[config.mk]
export PLATFORM = sky130hd
export DESIGN_NAME = machine_fault_lockup_controller
export DESIGN_NICKNAME = d
export VERILOG_FILES = /design/src/logic/lockup_pkg.sv /design/src/logic/fault_flags.sv /design/src/logic/interval_counter.sv /design/src/logic/machine_fault_lockup_controller.sv
export SDC_FILE = /design/constraint.sdc
export NUM_CORES = 1
export LEC_CHECK = 0
export ABC_AREA = 1
export BUFFER_PORTS_ARGS = -buffer_cell sky130_fd_sc_hd__buf_2
export CORE_MARGIN = 10
export CORE_UTILIZATION = 35
export CTS_BUF_LIST = sky130_fd_sc_hd__clkbuf_4
export DETAILED_ROUTE_END_ITERATION = 12
export PLACE_DENSITY = 0.57
export SLEW_MARGIN = 25
export SYNTH_ARGS = -nofsm -noshare
export SYNTH_HDL_FRONTEND = slang
export SYNTH_SLANG_ARGS = --single-unit
[constraint.sdc]
create_clock -name clk_i -period 7.25 [get_ports clk_i]
set_input_delay 1.0875 -clock clk_i [delete_from_list [all_inputs] [get_ports clk_i]]
set_output_delay 1.0875 -clock clk_i [all_outputs]
set_load 0.02 [all_outputs]
[src/logic/lockup_pkg.sv]
// Constants, register map and carrier types for the fault lockup controller.
// Assumes a single 125 MHz clock and an asynchronous active-high reset.
package lockup_pkg;

  // Clock and time base
  localparam int unsigned CLK_HZ = 125_000_000;
  localparam int unsigned TICK_MS = 1;
  localparam int unsigned TICK_CYCLES_DEF = CLK_HZ / 1000 * TICK_MS;
  localparam int unsigned ALARM_MIN_MS = 1500;
  localparam logic [15:0] ALARM_MIN_TICKS = 16'(ALARM_MIN_MS / TICK_MS);

  // Register byte offsets
  localparam logic [5:0] REG_CTRL = 6'h00;
  localparam logic [5:0] REG_DIVERT_LIMIT = 6'h04;
  localparam logic [5:0] REG_HOPPER_TIMEOUT = 6'h08;
  localparam logic [5:0] REG_JAM_TIME = 6'h0C;
  localparam logic [5:0] REG_TICKET_LIMIT = 6'h10;
  localparam logic [5:0] REG_FAULT_STATUS = 6'h14;
  localparam logic [5:0] REG_MISROUTE_COUNT = 6'h18;

  // Control field positions
  localparam int unsigned CTRL_PAPER_OUT_FITTED = 0;
  localparam int unsigned CTRL_RESUME_FROM_START = 1;

  // Reset values
  localparam logic [1:0] CTRL_RESET = 2'h0;
  localparam logic [7:0] DIVERT_LIMIT_RESET = 8'h0A;
  localparam logic [15:0] HOPPER_TIMEOUT_RESET = 16'h07D0;
  localparam logic [15:0] JAM_TIME_RESET = 16'h01F4;
  localparam logic [7:0] TICKET_LIMIT_RESET = 8'h05;

  // Fault flag positions
  localparam int unsigned NUM_FAULTS = 10;
  localparam int unsigned F_COIN_REVERSAL = 0;
  localparam int unsigned F_DIVERTER = 1;
  localparam int unsigned F_HOPPER_EMPTY = 2;
  localparam int unsigned F_HOPPER_JAM = 3;
  localparam int unsigned F_EXTRA_COIN = 4;
  localparam int unsigned F_RUNAWAY = 5;
  localparam int unsigned F_REEL_STALL = 6;
  localparam int unsigned F_REEL_ILLEGAL = 7;
  localparam int unsigned F_PERIPHERAL = 8;
  localparam int unsigned F_PAPER_LOW = 9;

  // Lockup sequence, Gray coded along RUN-SAVE-LOCKED-RESUME
  typedef enum logic [1:0] {
    ST_RUN = 2'h0,
    ST_SAVE = 2'h1,
    ST_LOCKED = 2'h3,
    ST_RESUME = 2'h2
  } lock_state_t;

  typedef struct packed {
    logic motor_off;
    logic brake;
  } hopper_cmd_t;

endpackage

[src/logic/fault_flags.sv]
// Bank of sticky fault flags; a set in the same cycle as a clear wins.
// Assumes set and clear are single-cycle or level requests on clk_i.
`timescale 1ns/1ns
`default_nettype none
module fault_flags #(
  parameter int unsigned N = 10
) (
  input wire logic clk_i,
  input wire logic rst_i,
  input wire logic [N-1:0] set_i,
  input wire logic [N-1:0] clr_i,
  output logic [N-1:0] flags_o
);

  typedef struct packed {
    logic [N-1:0] flags;
  } flag_state_t;

  flag_state_t st;
  flag_state_t next_st;

  always_comb begin
    next_st = st;
    next_st.flags = set_i | (st.flags & ~clr_i);
  end

  always_ff @(posedge clk_i or posedge rst_i) begin
    if (rst_i) begin
      st <= '0;
    end else begin
      st <= next_st;
    end
  end

  assign flags_o = st.flags;

endmodule
`default_nettype wire

[src/logic/interval_counter.sv]
// Counts tick enables while run_i is high; restarts from zero when it drops.
// Assumes tick_i is a one-cycle enable from a divider on the same clock.
`timescale 1ns/1ns
`default_nettype none
module interval_counter #(
  parameter int unsigned W = 16
) (
  input wire logic clk_i,
  input wire logic rst_i,
  input wire logic run_i,
  input wire logic tick_i,
  input wire logic [W-1:0] limit_i,
  output logic done_o
);

  typedef struct packed {
    logic [W-1:0] count;
  } cnt_state_t;

  cnt_state_t st;
  cnt_state_t next_st;

  always_comb begin
    next_st = st;
    if (!run_i) begin
      next_st.count = '0;
    end else if (tick_i && st.count < limit_i) begin
      next_st.count = st.count + W'(1);
    end
  end

  always_ff @(posedge clk_i or posedge rst_i) begin
    if (rst_i) begin
      st <= '0;
    end else begin
      st <= next_st;
    end
  end

  assign done_o = run_i && (st.count >= limit_i);

endmodule
`default_nettype wire

[src/logic/machine_fault_lockup_controller.sv]
// Fault lockup controller: latches machine faults, locks the machine and restores it.
// Assumes sensor inputs are synchronous to clk_i and event inputs are one-cycle pulses.
//
// Functional notes
// - Any latched fault raises the fault message display request.
// - During a fault all player inputs except service are disabled.
// - Alarm turns on at fault entry and stays on at least 1.5 s.
// - Fault entry requests saving the incomplete game before locking.
// - Fault entry commands all reels to stop at once.
// - Payout in progress at fault: hopper motor off, brake applied.
// - Clearing all faults withdraws the fault message request.
// - Clearing re-enables player inputs allowed by the machine state.
// - Clearing turns the alarm off once its minimum time is met.
// - Clearing signals game resume, from start or interruption point.
// - A coin moving backwards is detected as a coin reversal.
// - A single reversal is only an information event.
// - Consecutive reversals raise a fault cleared by attendant key.
// - Misdirected coins reaching the limit raise a diverter fault.
// - Misroute count resets at power-up; fault clears when rectified.
// - No hopper coin within timeout during payout raises hopper empty.
// - Hopper output sensor staying blocked raises hopper jam.
// - One coin after payout completes raises extra coin fault.
// - Several coins after payout raise run-away; door sequence clears hopper.
// - Reel stall or illegal movement faults clear on door open/close.
// - Peripheral failure fault clears only by technician action.
// - Paper low locks after a preset number of further tickets.
// - With paper-out sensor fitted, paper low only raises a message.
`timescale 1ns/1ns
`default_nettype none
module machine_fault_lockup_controller
  import lockup_pkg::*;
#(
  parameter int unsigned TICK_CYCLES = TICK_CYCLES_DEF,
  parameter int unsigned PLAYER_INPUTS = 8
) (
  input wire logic clk_i,
  input wire logic rst_i,
  // Avalon-MM slave
  input wire logic [5:0] avs_address,
  input wire logic avs_read,
  input wire logic avs_write,
  input wire logic [31:0] avs_writedata,
  input wire logic [3:0] avs_byteenable,
  output logic [31:0] avs_readdata,
  output logic avs_waitrequest,
  // Coin path
  input wire logic coin_reversal_i,
  input wire logic coin_good_i,
  input wire logic coin_routed_i,
  input wire logic coin_misrouted_i,
  // Hopper
  input wire logic payout_active_i,
  input wire logic hopper_coin_i,
  input wire logic hopper_blocked_i,
  // Reels and peripherals
  input wire logic reel_stall_i,
  input wire logic reel_illegal_i,
  input wire logic periph_fail_i,
  // Printer
  input wire logic paper_low_i,
  input wire logic ticket_printed_i,
  // Clear actions
  input wire logic attendant_key_i,
  input wire logic door_open_i,
  input wire logic tech_clear_i,
  // Game and player side
  input wire logic game_saved_i,
  input wire logic [PLAYER_INPUTS-1:0] player_allowed_i,
  input wire logic service_button_i,
  output logic [PLAYER_INPUTS-1:0] player_en_o,
  output logic coin_accept_en_o,
  output logic service_o,
  output logic fault_msg_o,
  output logic info_msg_o,
  output logic paper_low_msg_o,
  output logic alarm_o,
  output logic game_save_o,
  output logic game_resume_o,
  output logic resume_from_start_o,
  output logic reel_stop_o,
  output hopper_cmd_t hopper_o,
  output logic lockup_o,
  output logic [NUM_FAULTS-1:0] fault_flags_o
);

  ////////////////////////////////////////////////////////////////////////////
  // State
  typedef struct packed {
    lock_state_t state;
    logic [31:0] tick_div;
    logic tick;
    logic ack;
    logic [31:0] rdata;
    logic [1:0] ctrl;
    logic [7:0] divert_limit;
    logic [15:0] hopper_timeout;
    logic [15:0] jam_time;
    logic [7:0] ticket_limit;
    logic reversal_pending;
    logic info;
    logic [7:0] misroute_count;
    logic payout_prev;
    logic post_payout;
    logic [1:0] post_coins;
    logic door_prev;
    logic [7:0] tickets_since_low;
    logic alarm_on;
    logic hopper_halt;
    logic msg;
    logic reel_stop;
    logic save;
    logic resume;
    logic [PLAYER_INPUTS-1:0] player_en;
    logic coin_en;
  } ctl_state_t;

  ctl_state_t st;
  ctl_state_t next_st;

  logic [NUM_FAULTS-1:0] flags;
  logic [NUM_FAULTS-1:0] fault_set;
  logic [NUM_FAULTS-1:0] fault_clr;
  logic any_fault;
  logic alarm_done;
  logic empty_done;
  logic jam_done;
  logic door_closed_edge;
  logic diverter_cond;
  logic paper_lock_cond;
  logic req;
  logic [31:0] wmask;

  ////////////////////////////////////////////////////////////////////////////
  // Sub-blocks
  // latched flags
  fault_flags #(
    .N(NUM_FAULTS)
  ) u_flags (
    .clk_i(clk_i),
    .rst_i(rst_i),
    .set_i(fault_set),
    .clr_i(fault_clr),
    .flags_o(flags)
  );

  interval_counter #(
    .W(16)
  ) u_alarm_min (
    .clk_i(clk_i),
    .rst_i(rst_i),
    .run_i(st.alarm_on),
    .tick_i(st.tick),
    .limit_i(ALARM_MIN_TICKS),
    .done_o(alarm_done)
  );

  interval_counter #(
    .W(16)
  ) u_hopper_empty (
    .clk_i(clk_i),
    .rst_i(rst_i),
    .run_i(payout_active_i && !hopper_coin_i),
    .tick_i(st.tick),
    .limit_i(st.hopper_timeout),
    .done_o(empty_done)
  );

  interval_counter #(
    .W(16)
  ) u_hopper_jam (
    .clk_i(clk_i),
    .rst_i(rst_i),
    .run_i(hopper_blocked_i),
    .tick_i(st.tick),
    .limit_i(st.jam_time),
    .done_o(jam_done)
  );

  ////////////////////////////////////////////////////////////////////////////
  // Fault detection and clearing
  assign any_fault = |flags;
  assign door_closed_edge = st.door_prev && !door_open_i;
  assign diverter_cond = (st.misroute_count >= st.divert_limit);
  assign paper_lock_cond = paper_low_i && !st.ctrl[CTRL_PAPER_OUT_FITTED]
                           && (st.tickets_since_low >= st.ticket_limit);

  always_comb begin
    fault_set = '0;
    fault_clr = '0;
    fault_set[F_COIN_REVERSAL] = coin_reversal_i && st.reversal_pending;
    fault_clr[F_COIN_REVERSAL] = attendant_key_i;
    fault_set[F_DIVERTER] = diverter_cond;
    fault_clr[F_DIVERTER] = !diverter_cond;
    fault_set[F_HOPPER_EMPTY] = empty_done;
    fault_set[F_HOPPER_JAM] = jam_done;
    fault_set[F_EXTRA_COIN] = st.post_payout && hopper_coin_i && (st.post_coins == 2'h0);
    fault_set[F_RUNAWAY] = st.post_payout && hopper_coin_i && (st.post_coins != 2'h0);
    fault_clr[F_HOPPER_EMPTY] = door_closed_edge;
    fault_clr[F_HOPPER_JAM] = door_closed_edge;
    fault_clr[F_EXTRA_COIN] = door_closed_edge;
    fault_clr[F_RUNAWAY] = door_closed_edge;
    fault_set[F_REEL_STALL] = reel_stall_i;
    fault_set[F_REEL_ILLEGAL] = reel_illegal_i;
    fault_clr[F_REEL_STALL] = door_closed_edge;
    fault_clr[F_REEL_ILLEGAL] = door_closed_edge;
    fault_set[F_PERIPHERAL] = periph_fail_i;
    fault_clr[F_PERIPHERAL] = tech_clear_i;
    fault_set[F_PAPER_LOW] = paper_lock_cond;
    fault_clr[F_PAPER_LOW] = !paper_low_i || attendant_key_i;
  end

  ////////////////////////////////////////////////////////////////////////////
  // Register bus
  assign req = avs_read || avs_write;
  assign avs_waitrequest = req && !st.ack;
  assign wmask = {{8{avs_byteenable[3]}}, {8{avs_byteenable[2]}},
                  {8{avs_byteenable[1]}}, {8{avs_byteenable[0]}}};

  ////////////////////////////////////////////////////////////////////////////
  // Next state
  always_comb begin
    next_st = st;
    // Millisecond tick divider
    next_st.tick = 1'b0;
    if (st.tick_div >= TICK_CYCLES - 1) begin
      next_st.tick_div = '0;
      next_st.tick = 1'b1;
    end else begin
      next_st.tick_div = st.tick_div + 32'h1;
    end

    // Bus: answer in the cycle after the request is seen
    next_st.ack = req && !st.ack;
    if (req && !st.ack && avs_read) begin
      case (avs_address)
        REG_CTRL: next_st.rdata = {30'h0, st.ctrl};
        REG_DIVERT_LIMIT: next_st.rdata = {24'h0, st.divert_limit};
        REG_HOPPER_TIMEOUT: next_st.rdata = {16'h0, st.hopper_timeout};
        REG_JAM_TIME: next_st.rdata = {16'h0, st.jam_time};
        REG_TICKET_LIMIT: next_st.rdata = {24'h0, st.ticket_limit};
        REG_FAULT_STATUS: next_st.rdata = {16'h0, st.state, st.alarm_on, any_fault, 2'h0, flags};
        REG_MISROUTE_COUNT: next_st.rdata = {24'h0, st.misroute_count};
        default: next_st.rdata = 32'h0;
      endcase
    end
    if (avs_write && st.ack) begin
      case (avs_address)
        REG_CTRL: next_st.ctrl = (st.ctrl & ~wmask[1:0]) | (avs_writedata[1:0] & wmask[1:0]);
        REG_DIVERT_LIMIT: next_st.divert_limit = (st.divert_limit & ~wmask[7:0])
                                                 | (avs_writedata[7:0] & wmask[7:0]);
        REG_HOPPER_TIMEOUT: next_st.hopper_timeout = (st.hopper_timeout & ~wmask[15:0])
                                                     | (avs_writedata[15:0] & wmask[15:0]);
        REG_JAM_TIME: next_st.jam_time = (st.jam_time & ~wmask[15:0])
                                         | (avs_writedata[15:0] & wmask[15:0]);
        REG_TICKET_LIMIT: next_st.ticket_limit = (st.ticket_limit & ~wmask[7:0])
                                                 | (avs_writedata[7:0] & wmask[7:0]);
        default: next_st.ctrl = st.ctrl;
      endcase
    end

    next_st.info = coin_reversal_i && !st.reversal_pending;
    if (coin_reversal_i) begin
      next_st.reversal_pending = 1'b1;
    end else if (coin_good_i) begin
      next_st.reversal_pending = 1'b0;
    end

    if (coin_misrouted_i && st.misroute_count != 8'hFF) begin
      next_st.misroute_count = st.misroute_count + 8'h1;
    end else if (coin_routed_i) begin
      next_st.misroute_count = 8'h0;
    end

    next_st.payout_prev = payout_active_i;
    if (payout_active_i) begin
      next_st.post_payout = 1'b0;
      next_st.post_coins = 2'h0;
    end else if (st.payout_prev) begin
      next_st.post_payout = 1'b1;
    end else if (st.post_payout && hopper_coin_i && st.post_coins != 2'h3) begin
      next_st.post_coins = st.post_coins + 2'h1;
    end

    next_st.door_prev = door_open_i;

    if (!paper_low_i) begin
      next_st.tickets_since_low = 8'h0;
    end else if (ticket_printed_i && st.tickets_since_low != 8'hFF) begin
      next_st.tickets_since_low = st.tickets_since_low + 8'h1;
    end

    // Lockup sequence
    next_st.save = 1'b0;
    next_st.resume = 1'b0;
    case (st.state)
      ST_RUN: begin
        if (any_fault) begin
          next_st.state = ST_SAVE;
          next_st.alarm_on = 1'b1;
          next_st.hopper_halt = payout_active_i;
          next_st.save = 1'b1;
        end
      end
      ST_SAVE: begin
        next_st.save = !game_saved_i;
        if (game_saved_i) begin
          next_st.state = ST_LOCKED;
        end
      end
      ST_LOCKED: begin
        if (!any_fault) begin
          next_st.state = ST_RESUME;
        end
      end
      ST_RESUME: begin
        next_st.resume = 1'b1;
        next_st.hopper_halt = 1'b0;
        next_st.state = ST_RUN;
      end
      default: begin
        next_st.state = ST_RUN;
      end
    endcase

    // alarm off after clear and minimum time
    if (st.alarm_on && alarm_done && st.state == ST_RUN && !any_fault) begin
      next_st.alarm_on = 1'b0;
    end

    next_st.msg = any_fault || (next_st.state != ST_RUN);
    next_st.reel_stop = next_st.msg;
    next_st.player_en = next_st.msg ? '0 : player_allowed_i;
    next_st.coin_en = !next_st.msg;
  end

  always_ff @(posedge clk_i or posedge rst_i) begin
    if (rst_i) begin
      st <= '0;
      st.state <= ST_RUN;
      st.ctrl <= CTRL_RESET;
      st.divert_limit <= DIVERT_LIMIT_RESET;
      st.hopper_timeout <= HOPPER_TIMEOUT_RESET;
      st.jam_time <= JAM_TIME_RESET;
      st.ticket_limit <= TICKET_LIMIT_RESET;
      st.coin_en <= 1'b1;
    end else begin
      st <= next_st;
    end
  end

  ////////////////////////////////////////////////////////////////////////////
  // Outputs
  assign avs_readdata = st.rdata;
  assign player_en_o = st.player_en;
  assign coin_accept_en_o = st.coin_en;
  assign service_o = service_button_i;
  assign fault_msg_o = st.msg;
  assign info_msg_o = st.info;
  assign paper_low_msg_o = paper_low_i && st.ctrl[CTRL_PAPER_OUT_FITTED];
  assign alarm_o = st.alarm_on;
  assign game_save_o = st.save;
  assign game_resume_o = st.resume;
  assign resume_from_start_o = st.ctrl[CTRL_RESUME_FROM_START];
  assign reel_stop_o = st.reel_stop;
  assign hopper_o.motor_off = st.hopper_halt;
  assign hopper_o.brake = st.hopper_halt;
  assign lockup_o = st.msg;
  assign fault_flags_o = flags;

endmodule
`default_nettype wire

==> impl_metrics.tcl <==
set metrics [dict create \
    worstMarginPinSlew_ns 0.946 \
    cts_buffers 17 \
    skew_ns 0.0407 \
    drt_iter0_drc 516 \
    grt_max_degree 129 \
    ioPinCount 135 \
    period_minus_slack_ns 2.96 \
    start_util 0.356 \
    synth-seq-cells 197 \
    cts_max_path_buffers 2 \
    io_buffers 98 \
    critical_path.max_fanout 25 \
    p_leak_nw 6.26 \
    grt.overflow.total 0 \
    die_area_um2 39800 \
    fmax_ghz 0.337 \
    slowest_delay_ns 0.94 \
    clk_latency_ns 0.63 \
    antenna_found_initial 2 \
    synth_cell_types 50 \
    synth_edf_count 0 \
    numClockSinks 197 \
    yosysWarningCount 0 \
    syn_area_um2 11300 \
    setup_viol 0 \
    post_drt_wl_per_cell_um 14.4 \
    path_clk_slew_ns 0.18 \
    wirelength_um 28000 \
    synthArstFlopShare 1.00 \
    rsz0062_at_grt "false" \
    slew_headroom 0.369 \
    period_share 0.409 \
    critPathKind "flop to output port" \
    ir_drop_uv 117 \
    crit_chain "buf_2" \
    drc 0 \
    postCtsHoldBufs 0 \
    vias 9158 \
    post_cts_buffers 0 \
    tns_ns 0 \
    cp_data_arrival_time_ns 1.88 \
    power_density_nw_per_um2 178 \
    place_hpwl_um 21000 \
    avgSynthCellArea_um2 7.78 \
    grtUsageTotal 0.146 \
    ys_seq_area_frac 0.439 \
    gp_congestion 0.869 \
    first_global_vias 8977 \
    dieHeight_um 200 \
    avgViaCountPerCell 4.72 \
    core_area_um2 31700 \
    nets 1652 \
    synthFlopType "dfrtp_1" \
    root_buffer "clkbuf_4" \
    crit_path_start_kind "flop" \
    layout-area-overhead-vs-synth_pct 7.78 \
    required_ns 6.16 \
    status "finished, final reports clean" \
    drive_gt1_frac 0.127 \
    cts_max_level 4 \
    first_pass_iters 6 \
    crit_family "flip-flops" \
    finalHoldViolations 0 \
    cts_tree "built" \
    end_kind "output port" \
    crit_buf_inv 1 \
    antenna_left 0 \
    slew_viol_final 0 \
    grt_pass1_wl_um 46200 \
    rows 65 \
    critPathSlowestCell "dfrtp_1" \
    fp.dieW_um 200 \
    post-route-util 0.383 \
    hold_path.class "flop to flop" \
    cap_violations 0 \
    cts_resized 0 \
    syn_inst 1450 \
]
[where the power goes]
group	leakage, nW	switching [mW]	total [mW]	internal (mW)
Clock	0.143	0.431	0.582	0.151
Combinational	3.55	0.260	0.365	0.105
Sequential	2.57	0.0642	1.22	1.15
[cells in the final DEF, fill, tap and decap left out, types with 6 or more instances in the layout]
cell | Yosys | layout
buf_2 | 5 | 98
nor2_4 | 5 | 6
ha_1 | 57 | 57
nor3_1 | 11 | 11
xnor2_1 | 7 | 7
o21ai_0 | 69 | 69
inv_1 | 192 | 191
a21oi_1 | 31 | 31
nand2_1 | 400 | 400
nor2_2 | 9 | 9
conb_1 | 1 | 31
nor2_1 | 142 | 141
nand4_1 | 55 | 55
xor2_1 | 27 | 27
dfstp_2 | 17 | 17
clkbuf_4 | 0 | 17
o21ai_1 | 21 | 21
nand3_1 | 98 | 98
dfrtp_1 | 180 | 180
[routing by layer]
metal,track usage,share of wire
met1,0.189,0.48
met2,0.244,0.47
met3,0.0311,0.039
met4,0.0334,0.010
met5,0,0
[path summary, 6_finish.rpt]
check | depth (start not counted) | slack, ns | startpoint | end
max | 1 | 4.29 | alarm_o | alarm_o
min | 1 | 0.44 | st[37] | info_msg_o
max reg2reg | 12 | 4.93 | flop | u_flags.flags_o[3]
min reg2reg | 1 | 0.44 | st[37] | info_msg_o
max in group asynchronous | 3 | 5.14 | rst_i | u_hopper_empty.st[13]
min in group asynchronous | 2 | 0.56 | rst_i | st[16]
[area by class of cell]
class / count / area, µm²
Antenna cell: 3 / 7.51
Clock buffer: 17 / 128
Clock inverter: 15 / 141
Fill cell: 3347 / 19600
Inverter: 198 / 751
Multi-Input combinational cell: 1009 / 5170
Sequential cell: 197 / 4950
Tap cell: 402 / 503
Timing Repair Buffer: 101 / 513
[cell usage after synthesis (3+ instances only)]
master,instances,share of area
nand2_2,4,0.0022
dfrtp_1,180,0.40
o21ai_2,3,0.0023
nand2_1,400,0.13
buf_4,48,0.032
nand3_1,98,0.043
clkbuf_1,11,0.0037
nor2_4,5,0.0050
xnor2_1,7,0.0054
o21bai_1,3,0.0020
o21ai_1,21,0.0093
ha_1,57,0.063
nand2_4,4,0.0040
o21ai_0,69,0.031
inv_1,192,0.064
buf_2,5,0.0022
nor3_1,11,0.0049
buf_6,8,0.0080
nor2_1,142,0.047
nand4_1,55,0.030
a21oi_1,31,0.014
nor2_2,9,0.0050
buf_1,3,0.0010
or2_2,4,0.0022
xor2_1,27,0.021
dfstp_2,17,0.040
a31oi_1,3,0.0017
inv_2,5,0.0017
[per-stage QoR]
| step | hold slack [ns] | instances | power [mW] | setup slack (ns) | area, µm² |
|---|---|---|---|---|---|
| floorplan | 0.402 | 1480 | 1.51 | 0.822 | 11400 |
| global placement | 0.410 | 1907 | 1.60 | 4.37 | 11900 |
| detailed placement | 0.420 | 1907 | 1.61 | 4.35 | 11900 |
| CTS | 0.442 | 1939 | 2.20 | 4.21 | 12200 |
| global route | 0.459 | 1940 | 2.31 | 4.11 | 12200 |
| finish | 0.441 | 1942 | 2.17 | 4.29 | 12200 |
[cell families after synthesis]
logic type,count (synthesis),share of synthesized area
fa+ha+maj,57,0.0632
simple gates,746,0.290
other cells,1,0.000332
compound gates,141,0.0673
xor+xnor,34,0.0264
buf+inv,274,0.114
flops,197,0.439
(Power assumes the default switching activity.)
